`src/pkg/charge_time_pkg.sv`:
```
// constants, field positions and source codes of the charge-time edge control
// assumes one 32-bit control register reached over a plain strobe port
// What this block does
// - edge1 sampling bit picks edge or level; polarity
// - edge2 sampling bit picks edge or level; polarity
// - edge1 source field selects one of sixteen triggers
// - edge2 source field selects one of sixteen triggers
// - edge2 status reads occurrence, software may write it
// - edge1 status reads occurrence, software may write it
// - module runs only while enable bit set
// - stop-in-idle halts module during device idle
// - time-generation bit enables edge delay pulse
// - edge-pass bit clear blocks all incoming edges
// - sequence bit makes edge2 wait for edge1
// - discharge bit grounds the current source output
// - trigger-control bit enables the trigger output
// - six-bit two's-complement trim adjusts current
// - two-bit range field scales the current source
// - unimplemented bits read zero, fields reset zero
package charge_time_pkg;
	localparam int ADDR_W = 8;
	localparam int DATA_W = 32;
	localparam int SRC_W = 16;
	localparam int PIN_N = 13;
	localparam int CAP_N = 3;
	localparam int CMP_N = 3;
	localparam int SYNC_W = PIN_N + CMP_N;

	localparam logic [ADDR_W-1:0] CTRL_OFFSET = 8'h00;
	localparam logic [DATA_W-1:0] CTRL_RESET = 32'h00000000;
	localparam logic [DATA_W-1:0] CTRL_IMPL_MASK = 32'hFFFCBFFF;

	localparam int EDGE1_MODE_BIT = 31;
	localparam int EDGE1_POL_BIT = 30;
	localparam int EDGE1_SEL_LSB = 26;
	localparam int EDGE2_STAT_BIT = 25;
	localparam int EDGE1_STAT_BIT = 24;
	localparam int EDGE2_MODE_BIT = 23;
	localparam int EDGE2_POL_BIT = 22;
	localparam int EDGE2_SEL_LSB = 18;
	localparam int ENABLE_BIT = 15;
	localparam int IDLE_STOP_BIT = 13;
	localparam int TIME_GEN_BIT = 12;
	localparam int EDGE_PASS_BIT = 11;
	localparam int EDGE_SEQ_BIT = 10;
	localparam int DISCHARGE_BIT = 9;
	localparam int TRIG_EN_BIT = 8;
	localparam int TRIM_LSB = 2;
	localparam int TRIM_W = 6;
	localparam int RANGE_LSB = 0;
	localparam int RANGE_W = 2;
	localparam int SEL_W = 4;

	localparam logic [SEL_W-1:0] SEL_EDGE2_CMP2 = 4'hE;
	localparam logic [RANGE_W-1:0] RANGE_X1000 = 2'h0;
	localparam logic [RANGE_W-1:0] RANGE_X1 = 2'h1;
	localparam logic [RANGE_W-1:0] RANGE_X10 = 2'h2;
	localparam logic [RANGE_W-1:0] RANGE_X100 = 2'h3;
endpackage

```
`src/edge_qualifier.sv`:
```
// one edge channel: source select, polarity and edge or level detection
// assumes its source vector is already in the ref_clk domain
`timescale 1ns/1ps
module edge_qualifier (
	// clock and reset
	input wire logic ref_clk,
	input wire logic arst_n,
	// configuration
	input wire logic [charge_time_pkg::SRC_W-1:0] sources,
	input wire logic [charge_time_pkg::SEL_W-1:0] source_select,
	input wire logic edge_sensitive,
	input wire logic polarity,
	// detection
	output logic hit
);
	import charge_time_pkg::*;

	typedef struct packed {
		logic prev;
	} chan_s;

	chan_s s;
	chan_s next_s;
	logic level;

	always_comb begin
		level = sources[source_select];
		next_s = s;
		next_s.prev = level;
		if (edge_sensitive) begin
			hit = polarity ? (level && !s.prev) : (!level && s.prev);
		end else begin
			hit = polarity ? level : !level;
		end
	end

	always_ff @(posedge ref_clk or negedge arst_n) begin
		if (!arst_n) begin
			s <= '0;
		end else begin
			s <= next_s;
		end
	end

	edge_needs_change_a: assert property (
		@(posedge ref_clk) disable iff (!arst_n)
		(edge_sensitive && hit) |-> (level != s.prev) && (level == polarity))
		else $error("edge hit without a matching transition");

	level_follows_a: assert property (
		@(posedge ref_clk) disable iff (!arst_n)
		!edge_sensitive |-> (hit == (level == polarity)))
		else $error("level hit disagrees with polarity");
endmodule

```
`src/charge_time_unit.sv`:
```
// control register and edge qualification of the charge-time unit
// assumes a strobe-style register port and asynchronous pins and comparators
//
// Added by the designer: the register addresses and the strobed register port.
`timescale 1ns/1ps
module charge_time_unit (
	// clock and reset
	input wire logic ref_clk,
	input wire logic arst_n,
	// register port
	input wire logic [charge_time_pkg::ADDR_W-1:0] reg_addr,
	input wire logic [charge_time_pkg::DATA_W-1:0] reg_wdata,
	input wire logic reg_write,
	input wire logic reg_read,
	output logic [charge_time_pkg::DATA_W-1:0] reg_rdata,
	// device power state
	input wire logic device_idle,
	// on-chip trigger events, same clock
	input wire logic timer1_event,
	input wire logic compare1_event,
	input wire logic [charge_time_pkg::CAP_N:1] capture_event,
	// asynchronous trigger sources
	input wire logic [charge_time_pkg::PIN_N:1] external_edge_pin,
	input wire logic [charge_time_pkg::CMP_N:1] comparator_output,
	// analog control
	output logic current_source_on,
	output logic source_discharge,
	output logic [charge_time_pkg::TRIM_W-1:0] current_trim,
	output logic [charge_time_pkg::RANGE_W-1:0] current_range,
	// event outputs
	output logic trigger_out,
	output logic delay_pulse_out,
	output logic edge1_status,
	output logic edge2_status
);
	import charge_time_pkg::*;

	typedef struct packed {
		logic [SYNC_W-1:0] meta;
		logic [SYNC_W-1:0] sync;
		logic [DATA_W-1:0] ctrl;
		logic [DATA_W-1:0] rdata;
		logic bus_clk_div;
		logic trig;
		logic delay;
		logic charge;
		logic discharge;
		logic [TRIM_W-1:0] trim;
		logic [RANGE_W-1:0] range;
	} unit_s;

	unit_s s;
	unit_s next_s;

	logic [PIN_N:1] pin_s;
	logic [CMP_N:1] cmp_s;
	logic [SRC_W-1:0] src [2];
	logic [SEL_W-1:0] sel [2];
	logic [1:0] mode;
	logic [1:0] pol;
	logic [1:0] raw_hit;
	logic running;
	logic pass;
	logic hit1;
	logic hit2;
	logic reg_sel;
	logic reg_wr;

	assign pin_s = s.sync[PIN_N-1:0];
	assign cmp_s = s.sync[SYNC_W-1:PIN_N];

	// edge1 source map
	assign src[0] = {cmp_s[3], cmp_s[2], cmp_s[1],
		capture_event[3], capture_event[2], capture_event[1],
		pin_s[8], pin_s[7], pin_s[6], pin_s[5], pin_s[4], pin_s[3],
		pin_s[1], pin_s[2], compare1_event, timer1_event};
	// edge2 source map; the bus clock appears as a half-rate toggle
	assign src[1] = {cmp_s[3], cmp_s[2], cmp_s[1], s.bus_clk_div,
		capture_event[3], capture_event[2], capture_event[1],
		pin_s[13], pin_s[12], pin_s[11], pin_s[10], pin_s[9],
		pin_s[1], pin_s[2], compare1_event, timer1_event};

	assign sel[0] = s.ctrl[EDGE1_SEL_LSB +: SEL_W];
	assign sel[1] = s.ctrl[EDGE2_SEL_LSB +: SEL_W];
	assign mode = {s.ctrl[EDGE2_MODE_BIT], s.ctrl[EDGE1_MODE_BIT]};
	assign pol = {s.ctrl[EDGE2_POL_BIT], s.ctrl[EDGE1_POL_BIT]};

	generate
		for (genvar ch = 0; ch < 2; ch++) begin : g_chan
			edge_qualifier u_qual (
				.ref_clk(ref_clk),
				.arst_n(arst_n),
				.sources(src[ch]),
				.source_select(sel[ch]),
				.edge_sensitive(mode[ch]),
				.polarity(pol[ch]),
				.hit(raw_hit[ch])
			);
		end
	endgenerate

	always_comb begin
		next_s = s;
		// two-stage synchroniser for pins and comparators
		next_s.meta = {comparator_output, external_edge_pin};
		next_s.sync = s.meta;
		next_s.bus_clk_div = !s.bus_clk_div;

		// run gating
		running = s.ctrl[ENABLE_BIT]
			&& !(s.ctrl[IDLE_STOP_BIT] && device_idle);
		pass = running && s.ctrl[EDGE_PASS_BIT];
		hit1 = pass && raw_hit[0];
		hit2 = pass && raw_hit[1]
			&& (!s.ctrl[EDGE_SEQ_BIT] || s.ctrl[EDGE1_STAT_BIT]);

		// register port
		reg_sel = (reg_addr == CTRL_OFFSET);
		reg_wr = reg_write && reg_sel;
		if (reg_wr) begin
			next_s.ctrl = reg_wdata & CTRL_IMPL_MASK;
		end
		// a qualified edge in the clearing cycle still wins
		if (hit1) begin
			next_s.ctrl[EDGE1_STAT_BIT] = 1'b1;
		end
		if (hit2) begin
			next_s.ctrl[EDGE2_STAT_BIT] = 1'b1;
		end
		next_s.rdata = (reg_read && reg_sel) ? s.ctrl : '0;

		// outputs
		next_s.trig = hit2 && s.ctrl[TRIG_EN_BIT];
		next_s.charge = running
			&& (s.ctrl[EDGE1_STAT_BIT] ^ s.ctrl[EDGE2_STAT_BIT]);
		next_s.delay = running && s.ctrl[TIME_GEN_BIT]
			&& s.ctrl[EDGE1_STAT_BIT] && !s.ctrl[EDGE2_STAT_BIT];
		next_s.discharge = s.ctrl[DISCHARGE_BIT];
		next_s.trim = s.ctrl[TRIM_LSB +: TRIM_W];
		next_s.range = s.ctrl[RANGE_LSB +: RANGE_W];
	end

	always_ff @(posedge ref_clk or negedge arst_n) begin
		if (!arst_n) begin
			s <= '0;
			s.ctrl <= CTRL_RESET;
		end else begin
			s <= next_s;
		end
	end

	assign reg_rdata = s.rdata;
	assign current_source_on = s.charge;
	assign source_discharge = s.discharge;
	assign current_trim = s.trim;
	assign current_range = s.range;
	assign trigger_out = s.trig;
	assign delay_pulse_out = s.delay;
	assign edge1_status = s.ctrl[EDGE1_STAT_BIT];
	assign edge2_status = s.ctrl[EDGE2_STAT_BIT];

	reserved_read_zero_a: assert property (
		@(posedge ref_clk) disable iff (!arst_n)
		(reg_rdata & ~CTRL_IMPL_MASK) == '0)
		else $error("reserved bits read as one");

	read_data_timing_a: assert property (
		@(posedge ref_clk) disable iff (!arst_n)
		(reg_read && reg_addr == CTRL_OFFSET) |=> reg_rdata == $past(s.ctrl)
		##1 ($past(reg_read && reg_addr == CTRL_OFFSET) || reg_rdata == '0))
		else $error("read data wrong or held too long");

	disabled_no_set_a: assert property (
		@(posedge ref_clk) disable iff (!arst_n)
		(!s.ctrl[ENABLE_BIT] && !edge1_status && !reg_wr) |=> !edge1_status)
		else $error("edge1 set while module disabled");

	idle_halts_a: assert property (
		@(posedge ref_clk) disable iff (!arst_n)
		(s.ctrl[IDLE_STOP_BIT] && device_idle && !edge2_status && !reg_wr)
		|=> !edge2_status)
		else $error("edge2 set while halted in idle");

	blocked_edges_a: assert property (
		@(posedge ref_clk) disable iff (!arst_n)
		(!s.ctrl[EDGE_PASS_BIT] && !edge1_status && !reg_wr) |=> !edge1_status)
		else $error("edge1 set while edges blocked");

	sequence_order_a: assert property (
		@(posedge ref_clk) disable iff (!arst_n)
		(s.ctrl[EDGE_SEQ_BIT] && !edge1_status && !edge2_status && !reg_wr)
		|=> !edge2_status)
		else $error("edge2 accepted before edge1");

	status_sticky_a: assert property (
		@(posedge ref_clk) disable iff (!arst_n)
		(edge1_status && !reg_wr) |=> edge1_status)
		else $error("edge1 status lost without a write");

	qualified_set_a: assert property (
		@(posedge ref_clk) disable iff (!arst_n)
		hit1 |=> edge1_status)
		else $error("qualified edge1 did not set status");

	trigger_cause_a: assert property (
		@(posedge ref_clk) disable iff (!arst_n)
		trigger_out |-> $past(s.ctrl[TRIG_EN_BIT]) && edge2_status)
		else $error("trigger without enable and edge2");

	delay_gate_a: assert property (
		@(posedge ref_clk) disable iff (!arst_n)
		delay_pulse_out |-> $past(s.ctrl[TIME_GEN_BIT])
		&& $past(edge1_status) && !$past(edge2_status))
		else $error("delay pulse without time generation");

	discharge_follow_a: assert property (
		@(posedge ref_clk) disable iff (!arst_n)
		##1 source_discharge == $past(s.ctrl[DISCHARGE_BIT]))
		else $error("discharge output not following its bit");

	trim_range_a: assert property (
		@(posedge ref_clk) disable iff (!arst_n)
		##1 {current_trim, current_range}
		== $past(s.ctrl[RANGE_LSB +: TRIM_W + RANGE_W]))
		else $error("trim or range output stale");
endmodule

```
`config.mk`:
```
export PLATFORM = sky130hd
export DESIGN_NAME = charge_time_unit
export DESIGN_NICKNAME = d
export VERILOG_FILES = /design/src/pkg/charge_time_pkg.sv /design/src/edge_qualifier.sv /design/src/charge_time_unit.sv
export SDC_FILE = /design/constraint.sdc
export NUM_CORES = 1
export LEC_CHECK = 0
export ABC_CLOCK_PERIOD_IN_PS = 5600
export BUFFER_PORTS_ARGS = -buffer_cell sky130_fd_sc_hd__buf_2
export CORE_MARGIN = 5
export CORE_UTILIZATION = 30
export CTS_BUF_LIST = sky130_fd_sc_hd__clkbuf_16
export DETAILED_ROUTE_END_ITERATION = 8
export HOLD_SLACK_MARGIN = 0.1
export PLACE_DENSITY_LB_ADDON = 0.25
export SETUP_SLACK_MARGIN = 0.2
export SYNTH_ARGS = -nofsm -noshare
export SYNTH_HDL_FRONTEND = slang
export SYNTH_SLANG_ARGS = --single-unit
export TNS_END_PERCENT = 30
```
`constraint.sdc`:
```
create_clock -name ref_clk -period 5.6 [get_ports ref_clk]
set_clock_uncertainty 0.1 [all_clocks]
set_input_delay 1.12 -clock ref_clk [delete_from_list [all_inputs] [get_ports ref_clk]]
set_output_delay 1.12 -clock ref_clk [all_outputs]
set_load 0.005 [all_outputs]
```
* After elaboration in Yosys (flattened, before gate mapping)
Index checks and enable logic that the tools add are counted.
** Cells by class
- Add/subtract/negate cells :: 0
- Multiply operators :: 0
- Div/mod/pow operators :: 0
- Order comparisons :: 2
- Equal/unequal tests :: 0
- Shift-type cells :: 0
- Multiplexer cells :: 14
- Bitwise gates (word level) :: 1
- Reductions and logical operators :: 29
** Operators by type and width (number)
- 32-bit two-way mux :: 1
- 26-bit two-way mux :: 1
- 1-bit logical AND :: 17
- 4-bit by 5-bit < comparator with 1-bit output (second input constant) :: 2
- 1-bit two-way mux :: 10
- 1-bit binary-select mux with 4-bit select :: 2
- 1-bit logical NOT :: 8
- 8-bit logical NOT :: 1
- 2-bit nonzero test :: 2
- 1-bit logical OR :: 1
- 1-bit bitwise XOR :: 1
** Word-level totals
- Register bits after elaboration :: 108
- Latch bits :: 0
- RAM bits :: 0
- Memory bits (read-only) :: 0
- Logic and storage cells :: 61
- Memories kept :: 0

* Logic depth before layout (Yosys ltp)
- Depth after elaboration :: 9
- Depth in mapped cells :: 6

* Modules after synthesis
From an unflattened synthesis, not the netlist that was laid out.
** Unflattened totals
- Cell total of the unflattened synthesis :: 249
- Area, all modules :: 4013.8 um2
** Modules (own cells, without submodules)
- charge_time_unit :: instances 1, cells each 229, area each 3646.0 um2
- edge_qualifier :: instances 2, cells each 10, area each 183.9 um2

* Least setup slack after synthesis
Ideal clock, no wire load.
- Path kind :: input to register
- Start :: input reg_addr[5] (netlist name)
- End :: register s[64] (netlist name)
- Setup time :: 0.127 ns
- Arrival :: 2.380 ns
- Required time :: 5.373 ns
- Slack :: 2.992 ns
- Stages on the path :: 5
- Buffers on the path :: 2
- Cell sequence :: nor4_1 nand3_1 clkbuf_1 clkbuf_1 mux2_1
** Between the ends
- Cells in the longest elaborated chain, start to end :: 2
** Ends and longest elaborated chain
- start, declared :: RTL line charge_time_unit.sv:11 : input wire logic [charge_time_pkg::ADDR_W-1:0] reg_addr,
- 8-bit logical NOT :: RTL line charge_time_unit.sv:118 : reg_sel = (reg_addr == CTRL_OFFSET);
- 1-bit logical AND :: RTL line charge_time_unit.sv:119 : reg_wr = reg_write && reg_sel;
- end signal, assigned :: RTL line charge_time_unit.sv:148 : s <= next_s;
- end, declared :: RTL line charge_time_unit.sv:52 : unit_s s;
Every way passes these cells.
A chain may end at the register's enable or synchronous reset.

* Final worst setup path
- Start :: input reg_addr[1] (netlist name)
- End :: register s[64] (netlist name)
The elaborated chain is that of the path after synthesis.

==> metrics.csv <==
stage,metric,value,unit
route,vias,2005,
layout,utilization,36.05,%
sta,layout_setup_ws,2.669,ns
power,p_leak,2.391,nW
sta,fin_crit,2.931,ns
layout,drive_gt1_share,45.29,%
die,rows,41,
sta,setup_tns,0,ns
die,die_height,123.7,um
route,wl_per_cell,14.58,um
die,pin_count,112,
logic_synthesis,synth_flop_cell,dfrtp_1,
sta,setup_violations,0,
route,drt-initial-drc-count,43,
placed_design,place_area,4304,um^2
global_routing,grt_usage,10.43,%
placed_design,pre_cts_ws,2.255,ns
logic_synthesis,netlist_area,3879,um^2
sta,final_hold_viol_count,0,
clocking,clock_tree.buffer_depth,2,
logic_synthesis,synthTopCellsByCount,"105 x dfrtp_1, 40 x buf_4, 29 x and2_1, 19 x mux2_2, 8 x mux2_1",
sta,drv_slew,0,
power,powerDensity,314.1,nW/um^2
clocking,ctsHoldBuffers,0,
logic_synthesis,synth_top_cell_area_share,67.74,%
logic_synthesis,yosysSeqAreaShare,67.74,%
global_routing,grtUsageMet2,15.95,%
die,fp.dieW,123.7,um
sta,whs,0.2479,ns
route,route.detailed.drc,0,
global_routing,globalRouteMet3Util,6.131,%
critical_path,cp-end-kind,register,
route,final_antenna_net_count,0,
die,die_area,15300,um^2
route,first_pass_iters,4,
sta,fmax,0.3412,GHz
clocking,path_clk_slew,0.06,ns
clocking,cts_tree,done,
layout,syn2layout_area_growth,17.77,%
job,maxCapViolCount,0,
logic_synthesis,ys_types,30,
die,design.core.area,12670,um^2
logic_synthesis,ys_ff_latch,105,
logic_synthesis,async_reset_ff_share,100.0,%
global_routing,antenna_found_initial,1,
global_routing,gr-total-overflow,0,
placed_design,gp_congestion,0.6736,
layout,n_antenna_cell,0,
route,vias_per_cell,4.002,
global_routing,grt_max_degree,58,
logic_synthesis,syn_inst,253,
sta,fin_crit_sh,52.34,%
global_routing,grt_pass1_vias,2160,
global_routing,top_usage_layer,met2,
sta,max_slew_margin,32.39,%
placed_design,port_buffers,105,
logic_synthesis,yosysMostFrequentCell,dfrtp_1,
critical_path,crit_fanout,29,
min_path,hold_class,register to register,
logic_synthesis,yosys_warnings,0,
critical_path,worstPathArrival,3.05,ns
placed_design,hpwl,5098,um
layout,final_nets,390,
critical_path,crit_type,primary input to register,
clocking,clock_sinks,105,
clocking,cts_setup_buffers,0,
clocking,clk_latency,0.34,ns
clocking,cts-resized-gates,0,
global_routing,grt.met1_usage,12.12,%
status,status,completed,
logic_synthesis,synth.area.top_cells,"dfrtp_1 68%, buf_4 7.7%, mux2_2 5.5%, and2_1 4.7%, mux4_2 3.5%",
logic_synthesis,yosysTopAreaCell,dfrtp_1,
layout,final_cell_area,4568,um^2
die,start_util,30.61,%
global_routing,grt_pass1_wl,11560,um
logic_synthesis,synth-edff-count,0,
clocking,numCtsBuffers,9,
route,finalWirelength,7303,um
sta,grt_setup_unrepaired,no,
clocking,htree_levels,3,
sta,tightest_slew,1.014,ns
power,ir_drop,0.2431,mV
clocking,root_buffer,clkbuf_16,
critical_path,required,5.72,ns
logic_synthesis,postSynthAreaPerCell,15.33,um^2
critical_path,critPathLaunchType,primary input,
## sequential cells by signal (all words and copies together) (netlist names)
signal	flops
edge2_status	1
mode	2
next_s	25
current_trim	6
current_source_on	1
pol	2
g_chan.u_qual.s	2
source_discharge	1
delay_pulse_out	1
current_range	2
cmp_s	3
edge1_status	1
s	15
reg_rdata	29
trigger_out	1
pin_s	13
## cell type report
cell class | instances | area, um^2
Multi-Input combinational cell | 100 | 918.4
Fill cell | 1271 | 8103
Clock buffer | 9 | 225.2
Clock inverter | 7 | 38.79
Sequential cell | 105 | 2628
Timing Repair Buffer | 106 | 535.5
Tap cell | 172 | 215.2
Inverter | 2 | 7.507
## worst max-delay path, stage by stage
cell and delay [ns]:
buf_2 0.10, nor4_1 0.41, nand3_2 0.81, mux2_1 0.60
## power breakdown
group | internal [mW] | switching (mW)
Combinational | 0.0393 | 0.0338
Clock | 0.296 | 0.264
Sequential | 0.785 | 0.0164
## kinds of logic after synthesis
family,Yosys count,synth area share [%]
compound gates,7,1.194
xor+xnor,3,0.6775
buf+inv,50,8.903
flops,105,67.74
mux,38,13.87
other cells,1,0.09668
simple gates,49,7.516
## metrics by stage
step,power [mW],cells
after global routing,1.510,501
final,1.435,501
after global placement,0.8902,485
after floorplan,0.8466,255
after detailed placement,0.8931,485
after CTS,1.468,501
## worst paths after layout
kind                        startpoint                to  slack, ns  cells after the start
max                        reg_addr[1]             s[64]       2.67                      4
min                         next_s[91]          cmp_s[2]       0.25                      0
max reg2reg                      s[63]      edge2_status       3.46                      4
min reg2reg                 next_s[91]          cmp_s[2]       0.25                      0
max in group asynchronous       arst_n  source_discharge       3.57                      2
min in group asynchronous       arst_n        next_s[87]       0.69                      1
## metal layers
layer	wire [um]	share of wire, %
met2	3322	45
met5	7	0.096
met4	112	1.5
met3	884	12
met1	2977	41
## cells in the final DEF, fill, tap and decap left out, types with 4 or more instances in the layout
master / instances
dfrtp_1: 105
buf_2: 104
and2_1: 29
mux2_2: 19
clkbuf_16: 9
mux2_1: 8
mux4_2: 6
nand3_1: 4
nand2_1: 4
clkinv_2: 4
Note: power is estimated with default switching activity, not from simulation.
